[src/verilog/fbup_pkg.sv]
// Purpose: Shared constants, types and helpers of the frame buffer unpack and palette path.
// Assumes: One clock domain; the frame stream arrives as little-endian half-words.
// Notes:   Every figure of the frame buffer layout lives here once.

package fbup_pkg;

    // ------------------------------------------------------------
    // Frame buffer layout
    // ------------------------------------------------------------
    localparam logic [9:0]  PIX_OFS_LARGE  = 10'h200;   // Pixel data after 256 entries
    localparam logic [9:0]  PIX_OFS_SMALL  = 10'h020;   // Pixel data after 16 entries
    localparam int          ENTRY_BYTES    = 2;
    localparam int          CODE_MSB       = 14;
    localparam int          CODE_LSB       = 12;
    localparam int          COLOR_W        = 12;
    localparam logic [7:0]  PAL_LAST_SMALL = 8'h0f;
    localparam logic [7:0]  PAL_LAST_LARGE = 8'hff;
    localparam logic [2:0]  CODE_RESERVED  = 3'h0;
    localparam logic [2:0]  CODE_2BPP      = 3'h1;
    localparam logic [2:0]  CODE_4BPP      = 3'h2;
    localparam logic [2:0]  CODE_8BPP      = 3'h3;
    localparam int          PIXCNT_W       = 24;
    localparam int          FBSIZE_W       = 26;

    // ------------------------------------------------------------
    // Types
    // ------------------------------------------------------------
    typedef enum logic [1:0] {
        DEPTH_2  = 2'b00,
        DEPTH_4  = 2'b01,
        DEPTH_8  = 2'b10,
        DEPTH_16 = 2'b11
    } fbup_depth_t;

    localparam fbup_depth_t DEPTH_RESET = DEPTH_2;

    typedef enum logic [1:0] {
        ST_IDLE = 2'b00,
        ST_PAL  = 2'b01,
        ST_PIX  = 2'b10
    } fbup_state_t;

    typedef struct packed {
        logic color_mode;       // 1 colour, 0 monochrome
        logic active_mode;      // 1 active display
        logic pal_load_en;      // Default palette loading in force
    } fbup_cfg_t;

    typedef struct packed {
        logic       mono;
        logic [3:0] red;        // Unused in monochrome
        logic [3:0] green;      // Unused in monochrome
        logic [3:0] blue;       // Monochrome intensity in monochrome
    } fbup_dith_t;

    // ------------------------------------------------------------
    // Helpers
    // ------------------------------------------------------------
    function automatic fbup_depth_t decode_depth(input logic [2:0] code);
        if (code[2]) begin
            decode_depth = DEPTH_16;
        end else if (code == CODE_8BPP) begin
            decode_depth = DEPTH_8;
        end else if (code == CODE_4BPP) begin
            decode_depth = DEPTH_4;
        end else begin
            decode_depth = DEPTH_2;
        end
    endfunction

    function automatic logic [7:0] pal_last(input fbup_depth_t d);
        pal_last = (d == DEPTH_8) ? PAL_LAST_LARGE : PAL_LAST_SMALL;
    endfunction

    function automatic logic [FBSIZE_W-1:0] expected_size(input fbup_depth_t d,
                                                         input logic [PIXCNT_W-1:0] n);
        logic [FBSIZE_W-1:0] pix;
        pix = {{(FBSIZE_W-PIXCNT_W){1'b0}}, n};
        case (d)
            DEPTH_2:  expected_size = {16'h0, PIX_OFS_SMALL} + (pix >> 2);
            DEPTH_4:  expected_size = {16'h0, PIX_OFS_SMALL} + (pix >> 1);
            DEPTH_8:  expected_size = {16'h0, PIX_OFS_LARGE} + pix;
            default:  expected_size = {16'h0, PIX_OFS_SMALL} + (pix << 1);
        endcase
    endfunction

endpackage

[src/verilog/fbup_core.sv]
// Purpose: Reads the palette area and the packed pixels of each frame and
//          delivers palette colours or direct pixels downstream.
// Assumes: Frame half-words arrive from the DMA side on ref_clk, low byte first.
// Notes:   Input and output hand-shakes are registered; input runs at half rate.
//
// How it works
// Palette entries lead the frame; pixels follow at 0x200 or 0x20.
// Bits 14..12 of entry zero pick the depth for the coming frame.
// Codes 001, 010, 011 give 2, 4, 8 bits; 1xx gives direct pixels.
// Palette addressing uses 4 bits for small depths, 8 bits for 8-bit pixels.
// Four pixels per byte at 2 bits, two at 4; 12-bit right-justified.
// Lowest pixel in the high bits; lower byte address comes first.
// Depth, size or mode disagreeing with the DMA extent raises a sync event.
// Software programs the DMA size from the depth and the pixel count.
// Each encoded pixel indexes the palette directly.
// The chosen entry goes to dithering: RGB fields, or one mono field.
// Each 4-bit component is one of 16 levels.
// Direct pixels on a passive display go straight to dithering.
// Direct pixels on an active display go as 12 bits to the output FIFO.
// With default loading, the palette is loaded before any pixel is used.
// Software zero-fills the short palette area in direct modes.
// Entries are 16 bits: spare bit, depth code in entry zero, intensity below.
// A reserved depth code 000 keeps the previous frame's depth.

`timescale 1ns/1ps

module fbup_core #(
    parameter int DIM_W = 12
) (
    input  wire logic                  ref_clk,
    input  wire logic                  resetn,
    input  wire logic                  clk_en,
    input  wire logic                  frame_start,
    input  wire fbup_pkg::fbup_cfg_t   cfg,
    input  wire logic [DIM_W-1:0]      line_len,
    input  wire logic [DIM_W-1:0]      line_count,
    input  wire logic [fbup_pkg::FBSIZE_W-1:0] dma_fb_bytes,
    input  wire logic                  word_valid,
    input  wire logic [15:0]           word_data,
    output logic                       word_ready,
    output logic                       dith_valid,
    output fbup_pkg::fbup_dith_t       dith_data,
    input  wire logic                  dith_ready,
    output logic                       ofifo_valid,
    output logic [11:0]                ofifo_data,
    input  wire logic                  ofifo_ready,
    output fbup_pkg::fbup_depth_t      pixel_depth,
    output logic                       frame_busy,
    output logic                       sync_err
);
    import fbup_pkg::*;

    // ------------------------------------------------------------
    // Elaboration checks
    // ------------------------------------------------------------
    if (DIM_W < 1 || 2 * DIM_W > PIXCNT_W) begin : g_bad_dim
        $error("DIM_W must lie between 1 and half the pixel counter width");
    end

    // ------------------------------------------------------------
    // State
    // ------------------------------------------------------------
    fbup_state_t         state;
    fbup_state_t         next_state;
    fbup_depth_t         next_pixel_depth;
    logic [7:0]          entry;
    logic [7:0]          next_entry;
    logic [PIXCNT_W-1:0] pix_cnt;
    logic [PIXCNT_W-1:0] next_pix_cnt;
    logic                hold_full;
    logic                next_hold_full;
    logic [15:0]         hold_data;
    logic [15:0]         next_hold_data;
    logic                next_word_ready;
    logic                next_dith_valid;
    fbup_dith_t          next_dith_data;
    logic                next_ofifo_valid;
    logic [11:0]         next_ofifo_data;
    logic                next_frame_busy;
    logic                next_sync_err;

    logic [PIXCNT_W-1:0] pix_total;
    logic [2:0]          code;
    logic                pal_wr;
    logic                unp_flush;
    logic                unp_in_valid;
    logic                unp_in_ready;
    logic                unp_out_valid;
    logic [11:0]         unp_pix;
    logic                unp_out_ready;
    logic [11:0]         pal_data;
    logic                slot_free;
    logic                take;
    logic                frame_done;

    assign pix_total = PIXCNT_W'(line_len * line_count);
    assign code      = hold_data[CODE_MSB:CODE_LSB];

    // ------------------------------------------------------------
    // Sub-blocks
    // ------------------------------------------------------------
    fbup_unpack u_unpack (
        .ref_clk   (ref_clk),
        .resetn    (resetn),
        .clk_en    (clk_en),
        .flush     (unp_flush),
        .depth     (pixel_depth),
        .in_valid  (unp_in_valid),
        .in_data   (hold_data),
        .in_ready  (unp_in_ready),
        .out_valid (unp_out_valid),
        .out_pix   (unp_pix),
        .out_ready (unp_out_ready)
    );

    fbup_palette u_palette (
        .ref_clk (ref_clk),
        .clk_en  (clk_en),
        .wr_en   (pal_wr),
        .wr_addr (entry),
        .wr_data (hold_data[COLOR_W-1:0]),
        .depth   (pixel_depth),
        .rd_addr (unp_pix[7:0]),
        .rd_data (pal_data)
    );

    // ------------------------------------------------------------
    // Frame sequencing and pixel delivery
    // ------------------------------------------------------------
    always_comb begin
        // Slot frees when both channels are empty or draining this cycle
        slot_free     = (!dith_valid || dith_ready) && (!ofifo_valid || ofifo_ready);
        frame_done    = (state == ST_PIX) && (pix_cnt == pix_total);
        take          = (state == ST_PIX) && unp_out_valid && slot_free && !frame_done;
        unp_out_ready = take;
        unp_in_valid  = (state == ST_PIX) && hold_full;
        unp_flush     = frame_start || frame_done;
        pal_wr        = (state == ST_PAL) && hold_full && cfg.pal_load_en;

        next_state       = state;
        next_pixel_depth = pixel_depth;
        next_entry       = entry;
        next_pix_cnt     = pix_cnt;
        next_hold_full   = hold_full;
        next_hold_data   = hold_data;
        next_sync_err    = 1'b0;
        next_dith_valid  = dith_valid && !dith_ready;
        next_dith_data   = dith_data;
        next_ofifo_valid = ofifo_valid && !ofifo_ready;
        next_ofifo_data  = ofifo_data;

        // Consumption of the held half-word
        if (state == ST_PAL && hold_full) begin
            next_hold_full = 1'b0;
            if (entry == 8'h0) begin
                if (code != CODE_RESERVED) begin
                    next_pixel_depth = decode_depth(code);
                end
                if (expected_size(next_pixel_depth, pix_total) != dma_fb_bytes
                    || (!cfg.color_mode && next_pixel_depth == DEPTH_16)) begin
                    next_sync_err = 1'b1;
                end
            end
            if (entry == pal_last(next_pixel_depth)) begin
                next_state = ST_PIX;
                next_entry = 8'h0;
            end else begin
                next_entry = entry + 8'h1;
            end
        end else if (unp_in_valid && unp_in_ready) begin
            next_hold_full = 1'b0;
        end

        if (word_ready && word_valid) begin
            next_hold_full = 1'b1;
            next_hold_data = word_data;
        end

        // Pixel routing
        if (take) begin
            next_pix_cnt = pix_cnt + PIXCNT_W'(1);
            if (pixel_depth == DEPTH_16 && cfg.active_mode) begin
                next_ofifo_valid = 1'b1;
                next_ofifo_data  = unp_pix;
            end else begin
                next_dith_valid      = 1'b1;
                next_dith_data.mono  = !cfg.color_mode;
                if (pixel_depth == DEPTH_16) begin
                    next_dith_data.red   = unp_pix[11:8];
                    next_dith_data.green = unp_pix[7:4];
                    next_dith_data.blue  = unp_pix[3:0];
                end else begin
                    next_dith_data.red   = pal_data[11:8];
                    next_dith_data.green = pal_data[7:4];
                    next_dith_data.blue  = pal_data[3:0];
                end
            end
        end

        if (frame_done) begin
            next_state     = ST_IDLE;
            next_hold_full = 1'b0;
        end

        // A new frame always restarts at palette entry zero
        if (frame_start) begin
            next_state     = ST_PAL;
            next_entry     = 8'h0;
            next_pix_cnt   = '0;
            next_hold_full = 1'b0;
        end

        next_frame_busy = (next_state != ST_IDLE);
        next_word_ready = (next_state != ST_IDLE) && !next_hold_full;
    end

    always_ff @(posedge ref_clk or negedge resetn) begin
        if (!resetn) begin
            state       <= ST_IDLE;
            pixel_depth <= DEPTH_RESET;
            entry       <= 8'h0;
            pix_cnt     <= '0;
            hold_full   <= 1'b0;
            hold_data   <= 16'h0;
            word_ready  <= 1'b0;
            dith_valid  <= 1'b0;
            dith_data   <= '0;
            ofifo_valid <= 1'b0;
            ofifo_data  <= 12'h0;
            frame_busy  <= 1'b0;
            sync_err    <= 1'b0;
        end else if (clk_en) begin
            state       <= next_state;
            pixel_depth <= next_pixel_depth;
            entry       <= next_entry;
            pix_cnt     <= next_pix_cnt;
            hold_full   <= next_hold_full;
            hold_data   <= next_hold_data;
            word_ready  <= next_word_ready;
            dith_valid  <= next_dith_valid;
            dith_data   <= next_dith_data;
            ofifo_valid <= next_ofifo_valid;
            ofifo_data  <= next_ofifo_data;
            frame_busy  <= next_frame_busy;
            sync_err    <= next_sync_err;
        end
    end

endmodule

[src/verilog/fbup_unpack.sv]
// Purpose: Splits one little-endian frame half-word into its encoded pixels.
// Assumes: Depth is stable while a frame is unpacked.
// Notes:   Lower byte address first, and within a byte the high bits first.

`timescale 1ns/1ps

module fbup_unpack (
    input  wire logic                 ref_clk,
    input  wire logic                 resetn,
    input  wire logic                 clk_en,
    input  wire logic                 flush,
    input  wire fbup_pkg::fbup_depth_t depth,
    input  wire logic                 in_valid,
    input  wire logic [15:0]          in_data,
    output logic                      in_ready,
    output logic                      out_valid,
    output logic [11:0]               out_pix,
    input  wire logic                 out_ready
);
    import fbup_pkg::*;

    logic [15:0] word;
    logic [2:0]  idx;
    logic        full;
    logic [15:0] next_word;
    logic [2:0]  next_idx;
    logic        next_full;
    logic [2:0]  last_idx;

    function automatic logic [11:0] extract(input logic [15:0] w, input fbup_depth_t d,
                                            input logic [2:0] k);
        logic [15:0] seq;
        logic [15:0] sh;
        seq = {w[7:0], w[15:8]};
        sh  = 16'h0;
        case (d)
            DEPTH_2: begin
                sh = seq << {k, 1'b0};
                extract = {10'h0, sh[15:14]};
            end
            DEPTH_4: begin
                sh = seq << {k[1:0], 2'b00};
                extract = {8'h0, sh[15:12]};
            end
            DEPTH_8: begin
                extract = {4'h0, k[0] ? w[15:8] : w[7:0]};
            end
            default: begin
                extract = w[11:0];
            end
        endcase
    endfunction

    // ------------------------------------------------------------
    // Pixel stepping
    // ------------------------------------------------------------
    always_comb begin
        case (depth)
            DEPTH_2: last_idx = 3'h7;
            DEPTH_4: last_idx = 3'h3;
            DEPTH_8: last_idx = 3'h1;
            default: last_idx = 3'h0;
        endcase
        in_ready  = !full || (out_ready && idx == last_idx);
        out_valid = full;
        out_pix   = extract(word, depth, idx);
        next_word = word;
        next_idx  = idx;
        next_full = full;
        if (flush) begin
            next_full = 1'b0;
            next_idx  = 3'h0;
        end else if (full && out_ready && idx != last_idx) begin
            next_idx = idx + 3'h1;
        end else if (in_ready && in_valid) begin
            next_word = in_data;
            next_idx  = 3'h0;
            next_full = 1'b1;
        end else if (full && out_ready) begin
            next_full = 1'b0;
        end
    end

    always_ff @(posedge ref_clk or negedge resetn) begin
        if (!resetn) begin
            word <= 16'h0;
            idx  <= 3'h0;
            full <= 1'b0;
        end else if (clk_en) begin
            word <= next_word;
            idx  <= next_idx;
            full <= next_full;
        end
    end

endmodule

[src/verilog/fbup_palette.sv]
// Purpose: Lookup palette of 256 entries, read without latency.
// Assumes: Writes come only while the palette area of a frame streams in.
// Notes:   Contents are not reset; software supplies them every frame.

`timescale 1ns/1ps

module fbup_palette (
    input  wire logic                  ref_clk,
    input  wire logic                  clk_en,
    input  wire logic                  wr_en,
    input  wire logic [7:0]            wr_addr,
    input  wire logic [11:0]           wr_data,
    input  wire fbup_pkg::fbup_depth_t depth,
    input  wire logic [7:0]            rd_addr,
    output logic [11:0]                rd_data
);
    import fbup_pkg::*;

    logic [11:0] mem [256];
    logic [7:0]  addr;

    // ------------------------------------------------------------
    // Lookup
    // ------------------------------------------------------------
    always_comb begin
        // Small palettes see only four address bits
        addr    = (depth == DEPTH_8) ? rd_addr : {4'h0, rd_addr[3:0]};
        rd_data = mem[addr];
    end

    always_ff @(posedge ref_clk) begin
        if (clk_en && wr_en) begin
            mem[wr_addr] <= wr_data;
        end
    end

endmodule

[config.mk]
export PLATFORM = sky130hd
export DESIGN_NAME = fbup_core
export DESIGN_NICKNAME = d
export VERILOG_FILES = /design/src/verilog/fbup_pkg.sv /design/src/verilog/fbup_core.sv /design/src/verilog/fbup_unpack.sv /design/src/verilog/fbup_palette.sv
export SDC_FILE = /design/constraint.sdc
export NUM_CORES = 2
export LEC_CHECK = 0
export BUFFER_PORTS_ARGS = -buffer_cell sky130_fd_sc_hd__buf_2
export CAP_MARGIN = 20
export CORE_MARGIN = 4
export CORE_UTILIZATION = 45
export DETAILED_ROUTE_END_ITERATION = 12
export PLACE_DENSITY_LB_ADDON = 0.1
export SYNTH_ARGS = -nofsm -noshare
export SYNTH_HDL_FRONTEND = slang
export SYNTH_HIERARCHICAL = 1
export SYNTH_SLANG_ARGS = --single-unit
[constraint.sdc]
create_clock -name ref_clk -period 7.4 [get_ports ref_clk]
set_clock_uncertainty 0.2 [all_clocks]
set_input_delay 1.11 -clock ref_clk [delete_from_list [all_inputs] [get_ports ref_clk]]
set_output_delay 1.11 -clock ref_clk [all_outputs]
set_load 0.01 [all_outputs]
; ---- Word-level counts from Yosys, hierarchy flattened
; Memory sizes are Yosys's and may differ from the RTL's.
; Cells that the tools add are included.
[classes]
shift = 2
n_addsub = 7
eq_ne = 17
n_bitwise = 3
reduce_logical = 50
multipliers = 1
muxes = 47
[op_table]
columns = operator, n
row1 = case mux 26 bit (3 select lines), 1
row2 = 2-to-1 mux 26 bit, 2
row3 = 2-to-1 mux 24 bit, 2
row4 = 2-to-1 mux 8 bit, 6
row5 = case mux 12 bit (3 select lines), 1
row6 = left shift 16 x 4 -> 16 bit, 2
row7 = "adder 6 x 25 -> 26 bit, first input constant", 1
row8 = != test 26 bit, 1
row9 = "adder 10 x 24 -> 25 bit, first input constant", 1
row10 = "adder 24 x 1 -> 24 bit, second input constant", 1
row11 = "adder 6 x 23 -> 24 bit, first input constant", 1
row12 = == test 24 bit, 1
row13 = multiplier 12 x 12 -> 24 bit, 1
row14 = "adder 6 x 22 -> 23 bit, first input constant", 1
row15 = 2-to-1 mux 2 bit, 11
row16 = logical AND 1 bit, 19
row17 = 2-to-1 mux 1 bit, 19
row18 = "== test 2 bit, second input constant", 6
row19 = 2-to-1 mux 12 bit, 1
row20 = AND reduction 2 bit, 5
row21 = 2-to-1 mux 3 bit, 3
row22 = case mux 3 bit (3 select lines), 1
row23 = AND reduction 3 bit, 3
row24 = nonzero test 3 bit, 3
row25 = other kinds (15), 34
[totals]
out_inout_bits = 32
mem_bits_rw = 3072
elab_cells = 147
memories = 1
ff_bits = 103
in_bits = 76
[memory_table]
columns = name, words, word_bits, read_ports, rd_ports_with_merged_regs, wr, line
row1 = u_palette.mem, 256, 12, 1, 0, 1, fbup_palette.sv:19  ; logic [11:0] mem [256];

; ---- Logic depth before layout (Yosys ltp)
[depth]
ltp_word = 18
depth_mapped = 30
depth_no_buf = 29

; ---- Hierarchy
; Netlist, hierarchy kept.
[modules_own_cells]
columns = module, instances, area_per_inst_um2, cells_per_inst, seq_area_each_um2
row1 = fbup_palette, 1, 118150.8, 5342, 92248.5
row2 = fbup_core, 1, 11746.3, 1387, 2077.0
row3 = fbup_unpack, 1, 1346.3, 120, 500.5

; ---- Worst setup path before layout
; No wires, ideal clock.
[synth_timing]
path_kind = input to register
from = input line_count[11]
to = register sync_err
path_buffers = 4
path_slack_ns = -0.382
t_arrival_ns = 7.453
cell_stages = 24
t_required_ns = 7.070
setup_time_ns = 0.130
path_cell_list = clkbuf_1 -> nand2_1 -> fa_1 -> fa_1 -> fa_1 -> fa_1 -> fa_1 -> inv_1 -> ha_1 -> buf_4 -> a21oi_2 -> o21ai_0 -> a22o_1 -> or3_1 -> clkbuf_2 -> or3_1 -> buf_2 -> nor3_1 -> xnor2_1 -> or3_1 -> o2111a_1 -> or4b_2 -> a31oi_1 -> a31oi_1
[synth_between]
elab_chain_len = 10
elab_cells_between_ends = 13
classes_between = add/sub: 4 / mul: 1 / eq/ne: 1 / mux: 6 / reduce/logical: 1
[synth_rtl]
columns = element, line
row1 = start: declaration, fbup_core.sv:36  ; input wire logic [DIM_W-1:0] line_count,
row2 = multiplier 12 x 12 -> 24 bit *, fbup_core.sv:96  ; assign pix_total = PIXCNT_W'(line_len * line_count);
row3 = "adder 6 x 25 -> 26 bit, or another cell as far along", fbup_pkg.sv:83  ; default: expected_size = {16'h0, PIX_OFS_SMALL} + (pix << 1);
row4 = case mux 26 bit (3 select lines) *, fbup_pkg.sv:79  ; case (d)
row5 = 2-to-1 mux 26 bit *, fbup_core.sv:155  ; if (entry == 8'h0) begin
row6 = 2-to-1 mux 26 bit *, fbup_core.sv:153  ; if (state == ST_PAL && hold_full) begin
row7 = != test 26 bit *, fbup_core.sv:159  ; if (expected_size(next_pixel_depth, pix_total) != dma_fb_bytes
row8 = logical OR 1 bit *, fbup_core.sv:160  ; || (!cfg.color_mode && next_pixel_depth == DEPTH_16)) begin
row9 = 2-to-1 mux 1 bit *, fbup_core.sv:159
row10 = 2-to-1 mux 1 bit *, fbup_core.sv:155
row11 = 2-to-1 mux 1 bit *, fbup_core.sv:153
row12 = end signal: assignment, fbup_core.sv:245  ; sync_err <= next_sync_err;
row13 = end: declaration, fbup_core.sv:49  ; output logic sync_err
; Mark *: on every way between the ends. The rest lies on a longest branch, timed or not. The select of a mux whose other input is x is not followed.
; A chain may end at the register's enable or synchronous reset.

; ---- Worst setup path after layout
[layout_timing]
from = input line_len[3]
to = register sync_err
[layout_between]
elab_chain_len = 10
elab_cells_between_ends = 13
classes_between = add/sub: 4 / mul: 1 / eq/ne: 1 / mux: 6 / reduce/logical: 1
[layout_rtl]
columns = element, line
row1 = start: declaration, fbup_core.sv:35  ; input wire logic [DIM_W-1:0] line_len,
row2 = multiplier 12 x 12 -> 24 bit *, fbup_core.sv:96
row3 = "adder 6 x 25 -> 26 bit, or another cell as far along", fbup_pkg.sv:83
row4 = case mux 26 bit (3 select lines) *, fbup_pkg.sv:79
row5 = 2-to-1 mux 26 bit *, fbup_core.sv:155
row6 = 2-to-1 mux 26 bit *, fbup_core.sv:153
row7 = != test 26 bit *, fbup_core.sv:159
row8 = logical OR 1 bit *, fbup_core.sv:160
row9 = 2-to-1 mux 1 bit *, fbup_core.sv:159
row10 = 2-to-1 mux 1 bit *, fbup_core.sv:155
row11 = 2-to-1 mux 1 bit *, fbup_core.sv:153
; Marks and branches as above.

==> flow_results.org <==
** Final layout
- Filler instances :: 23200
- Post-route standard cell area excluding fillers :: 151000 um^2
- Area overhead of the layout relative to synthesis :: 15.2%
- Once layout is complete, the utilization of the core stands at 0.520.
- Most frequent standard cell in the layout excluding fill and tap cells :: sky130_fd_sc_hd__edfxtp_1
- In the final layout, the share of cells above drive strength 1 is 0.278.
- Final #Nets :: 7828
- Most frequent cells in the layout :: 3072 x sky130_fd_sc_hd__edfxtp_1, 744 x sky130_fd_sc_hd__mux4_2, 638 x sky130_fd_sc_hd__buf_4

** Drt
- Pre-Repair DR Iteration Count :: 8
- For this block, the via count after detailed routing is 70400.
- Total length of routed wires :: 369 mm
- Per-cell routed wire length :: 31.4 um
- Number of DRC markers in iteration 0 :: 8188
- For this run, design rule violations remaining after detail routing come to 0.
- After detailed routing, the number of vias per cell comes to 5.99.
- The count of nets left with antenna violations once routing finished came out at 0.

** Setup path
- Counting stages on the worst path, the most repeated cell is sky130_fd_sc_hd__fa_1.
- Capturing element type of the critical path :: flop
- For flop-to-flop paths, the worst setup slack is 1.11 ns.
- Kind of launch point of the worst setup path :: input port
- At the worst endpoint, the arrival time is 7.73 ns.
- Data required time at the worst endpoint :: 7.96 ns
- The signal on the critical path passes through buf_2 -> buf_4 -> nand2_1 -> fa_1 -> fa_1 -> fa_1 -> fa_1 -> fa_1 -> inv_1 -> ha_1 -> and4_1 -> or2_2 -> and2_1 -> a221oi_4 -> buf_6 -> and3_1 -> nand3_1 -> buf_4 -> nor4_1 -> xor2_1 -> a221o_1 -> o22ai_1 -> xor2_1 -> a31oi_1.
- Top fanout value on the critical path :: 9
- Slowest stage delay, CP :: 0.59 ns
- Library cell contributing the largest single delay on the critical path :: sky130_fd_sc_hd__fa_1
- The worst setup path is of the in -> reg kind.

** Clock network
- Clock slew at the register clock pins of the worst setup and hold paths :: 0.08 ns
- Maximum count of clock buffers along a single path :: 4
- Maximum level of the CTS H-tree :: 5
- CTS tree :: yes
- Worst-skew pair later-pin latency :: 0.90 ns
- For this design, the sink count on the clock tree is 3175.
- Clock buffers created by TritonCTS :: 340
- CTS root buf :: sky130_fd_sc_hd__clkbuf_16

** Synthesis
- Mapped Cells :: 6849
- The most used flip-flop cell after synthesis is sky130_fd_sc_hd__edfxtp_1.
- Mapped Avg Cell Area :: 19.2 um^2
- Yosys top cell area share :: 0.703
- Number of flops mapped to enable cells by yosys :: 3072
- Ranked by total cell area, the synthesized netlist is headed by sky130_fd_sc_hd__edfxtp_1 70%, sky130_fd_sc_hd__mux4_2 13%, sky130_fd_sc_hd__dfrtp_1 2.0%, sky130_fd_sc_hd__fa_1 1.5%, sky130_fd_sc_hd__nor2_1 1.1%.
- Yosys printed 6 warnings.
- After synthesis the cells add up to 131000 um^2.
- Flops & latches, synth :: 3175
- The netlist uses 105 different library cells.
- FFs w/ async S/R, synth :: 0.0324
- Part of the Yosys area used for sequential elements :: 0.723
- Syn_nets :: 7095
- Most area-hungry cell type in the Yosys netlist :: sky130_fd_sc_hd__edfxtp_1

** Floorplan
- Row Count :: 198
- Effective utilization at floorplan :: 0.452
- In this run the vertical extent of the chip is 548 um.
- 108 I/O pins were placed.
- Die Area :: 300000 um^2
- The die is 548 um wide.
- The total area inside the core boundary comes to 291000 um^2.

** Pwr
- Int Power :: 40600 uW
- Net switching power of the design :: 20600 uW
- The share of total power dissipated in the clock network is 0.270.
- Worst voltage drop across the vdd grid :: 0.698 mV
- Power Dens Cells :: 404 nW/um^2
- Reg power frac :: 0.349
- Of the total power, the share spent switching nets is 0.336.
- Summed over all cells, the static leakage comes to 0.0488 uW.
- Total power :: 61100 uW
- Of the total power, combinational logic draws 0.381.

** Place
- Final GP Congestion :: 0.858
- Prior to clock tree synthesis, the placed netlist has a worst setup slack of -0.834 ns.
- After detailed placement, the total cell area comes to 140000 um^2.
- Summed over all nets, the half-perimeter wirelength after detailed placement is 232 mm.
- Count of buffers inserted at the top-level ports :: 107

** Timing
- The worst pin sits at a relative slew slack of 0.193.
- Setup violations remaining at the end of the flow were counted as 0.
- Maximum clock frequency :: 139 MHz
- The total count of max-transition violations in the final report came to 0.
- The final count of hold timing violations came to 0.
- Minimum period implied by the final worst setup slack :: 7.17 ns
- Actual slew at the worst max-slew pin :: 1.20 ns
- Worst hold-check slack :: 0.229 ns
- Final WS setup :: 0.227 ns
- Of the available clock period, the critical path in the final layout requires 0.969.

** Status
- The flow ran to the end, and the final reports show no timing, DRC or antenna violations.

** GRT
- The via count of the first global-routing pass was 70700.
- Global-route usage over all layers :: 0.244
- For this run the aggregate overflow at the end of global routing stands at 0.
- Wire length of the first global-routing pass :: 530 mm
- The initial antenna violation count is 19.
- Maximum number of pins on one net before global-route repair :: 185

** Job
- Maxcap violations :: 0

** Hold path
- The path class of the tightest hold or removal check is in -> reg.
critical path, delay by kind of cell:
| kind | cells | cell delay (ns) |
|---|---|---|
| AOI/OAI and AO/OA | 4 | 1.02 |
| xor gates and xnor gates | 2 | 0.29 |
| adders and majority gates | 6 | 3.02 |
| buffers and inverters | 5 | 0.79 |
| and+or+nand+nor | 7 | 1.46 |
through the flow:
step | setup TNS [ns] | instances
after global placement | -41.12 | 11100
after detailed placement | -40.40 | 11100
after CTS | 0 | 11700
final | 0 | 11800
after global routing | -0.00182 | 11800
after floorplan | 0 | 6849
synthesized netlist by cell type, drive strengths merged (7+ instances only):
master,n
or2,10
a21o,7
a31oi,7
or3,21
and4,8
dfrtp,103
clkbuf,189
mux4,744
a22oi,159
o21ai,106
edfxtp,3072
nor3,39
nor2,386
mux2i,109
and3,27
nand2,255
ha,70
mux2,85
o21a,10
nand2b,17
o221ai,23
o2bb2ai,9
o22ai,47
xnor2,57
or4,13
a211oi,13
nand3,115
nand4,45
a32oi,19
fa,100
a221oi,17
o31a,7
buf,216
a21oi,161
o211ai,33
o31ai,17
a22o,59
and2,101
xor2,47
nor2b,24
inv,132
nor4b,12
nor4,53
cell type report:
type / count / area [um^2] / area share
clock buffers: 422 / 8920 / 0.0590
multi-input cells: 3135 / 34000 / 0.225
flip-flops and latches: 3175 / 94900 / 0.628
diodes: 1 / 2.50 / 0.0000166
clock inverters: 190 / 1790 / 0.0119
well taps: 3900 / 4880 / 0.0323
inverters: 134 / 503 / 0.00333
repair buffers: 796 / 6210 / 0.0411
kinds of logic after synthesis:
family                   synth area share
adder cells (fa/ha/maj)            0.0219
buffers and inverters              0.0208
AND/OR/NAND/NOR                    0.0427
flip-flops                          0.723
AO/OA/AOI/OAI                      0.0410
multiplexers                        0.143
XOR/XNOR                          0.00768
flip-flops by register name, indices dropped and copies added, names as in the netlist, 2 cells and up:
name / flops
u_unpack/idx: 3
pixel_depth: 2
dith_data: 13
hold_data: 16
state: 2
pix_cnt: 24
u_unpack/word: 16
entry: 8
ofifo_data: 12
u_palette/mem: 3072
final timing paths:
| check | startpoint | to | cells past startpoint |
|---|---|---|---|
| min in group asynchronous | resetn | dith_data[2] | 2 |
| worst min-delay path | cfg[2] | dith_data[12] | 2 |
| worst max register to register | u_unpack/idx[0] | dith_data[5] | 16 |
| max in group asynchronous | resetn | hold_data[2] | 3 |
| worst max-delay path | line_len[3] | sync_err | 24 |
| worst min register to register | dith_data[8] | dith_data[8] | 2 |
metal layers:
metal / part of all wire / routed length, um / track usage / vias up
met3: 0.068 / 25100 / 0.0364 / 457
li1: - / - / - / 29500
met5: 0.000070 / 26 / 0 / -
met2: 0.48 / 178000 / 0.392 / 2556
met1: 0.42 / 157000 / 0.354 / 37900
met4: 0.025 / 9090 / 0.0579 / 4
power by group through the flow:
stage | Clock, uW | Sequential, uW | Combinational [uW]
floorplan | 0 | 22200 | 13200
global placement | 0 | 21700 | 23300
detailed placement | 0 | 21700 | 23300
CTS | 16900 | 21300 | 23300
global route | 17700 | 21300 | 24900
finish | 16500 | 21300 | 23300
repair_timing:
action,CTS,global route
resized for setup,0,15
setup buffers,0,7
endpoints found under the setup margin,0,24
hold buffers,1,0
hold endpoints to repair,44,0
(Power assumes the default switching activity.)
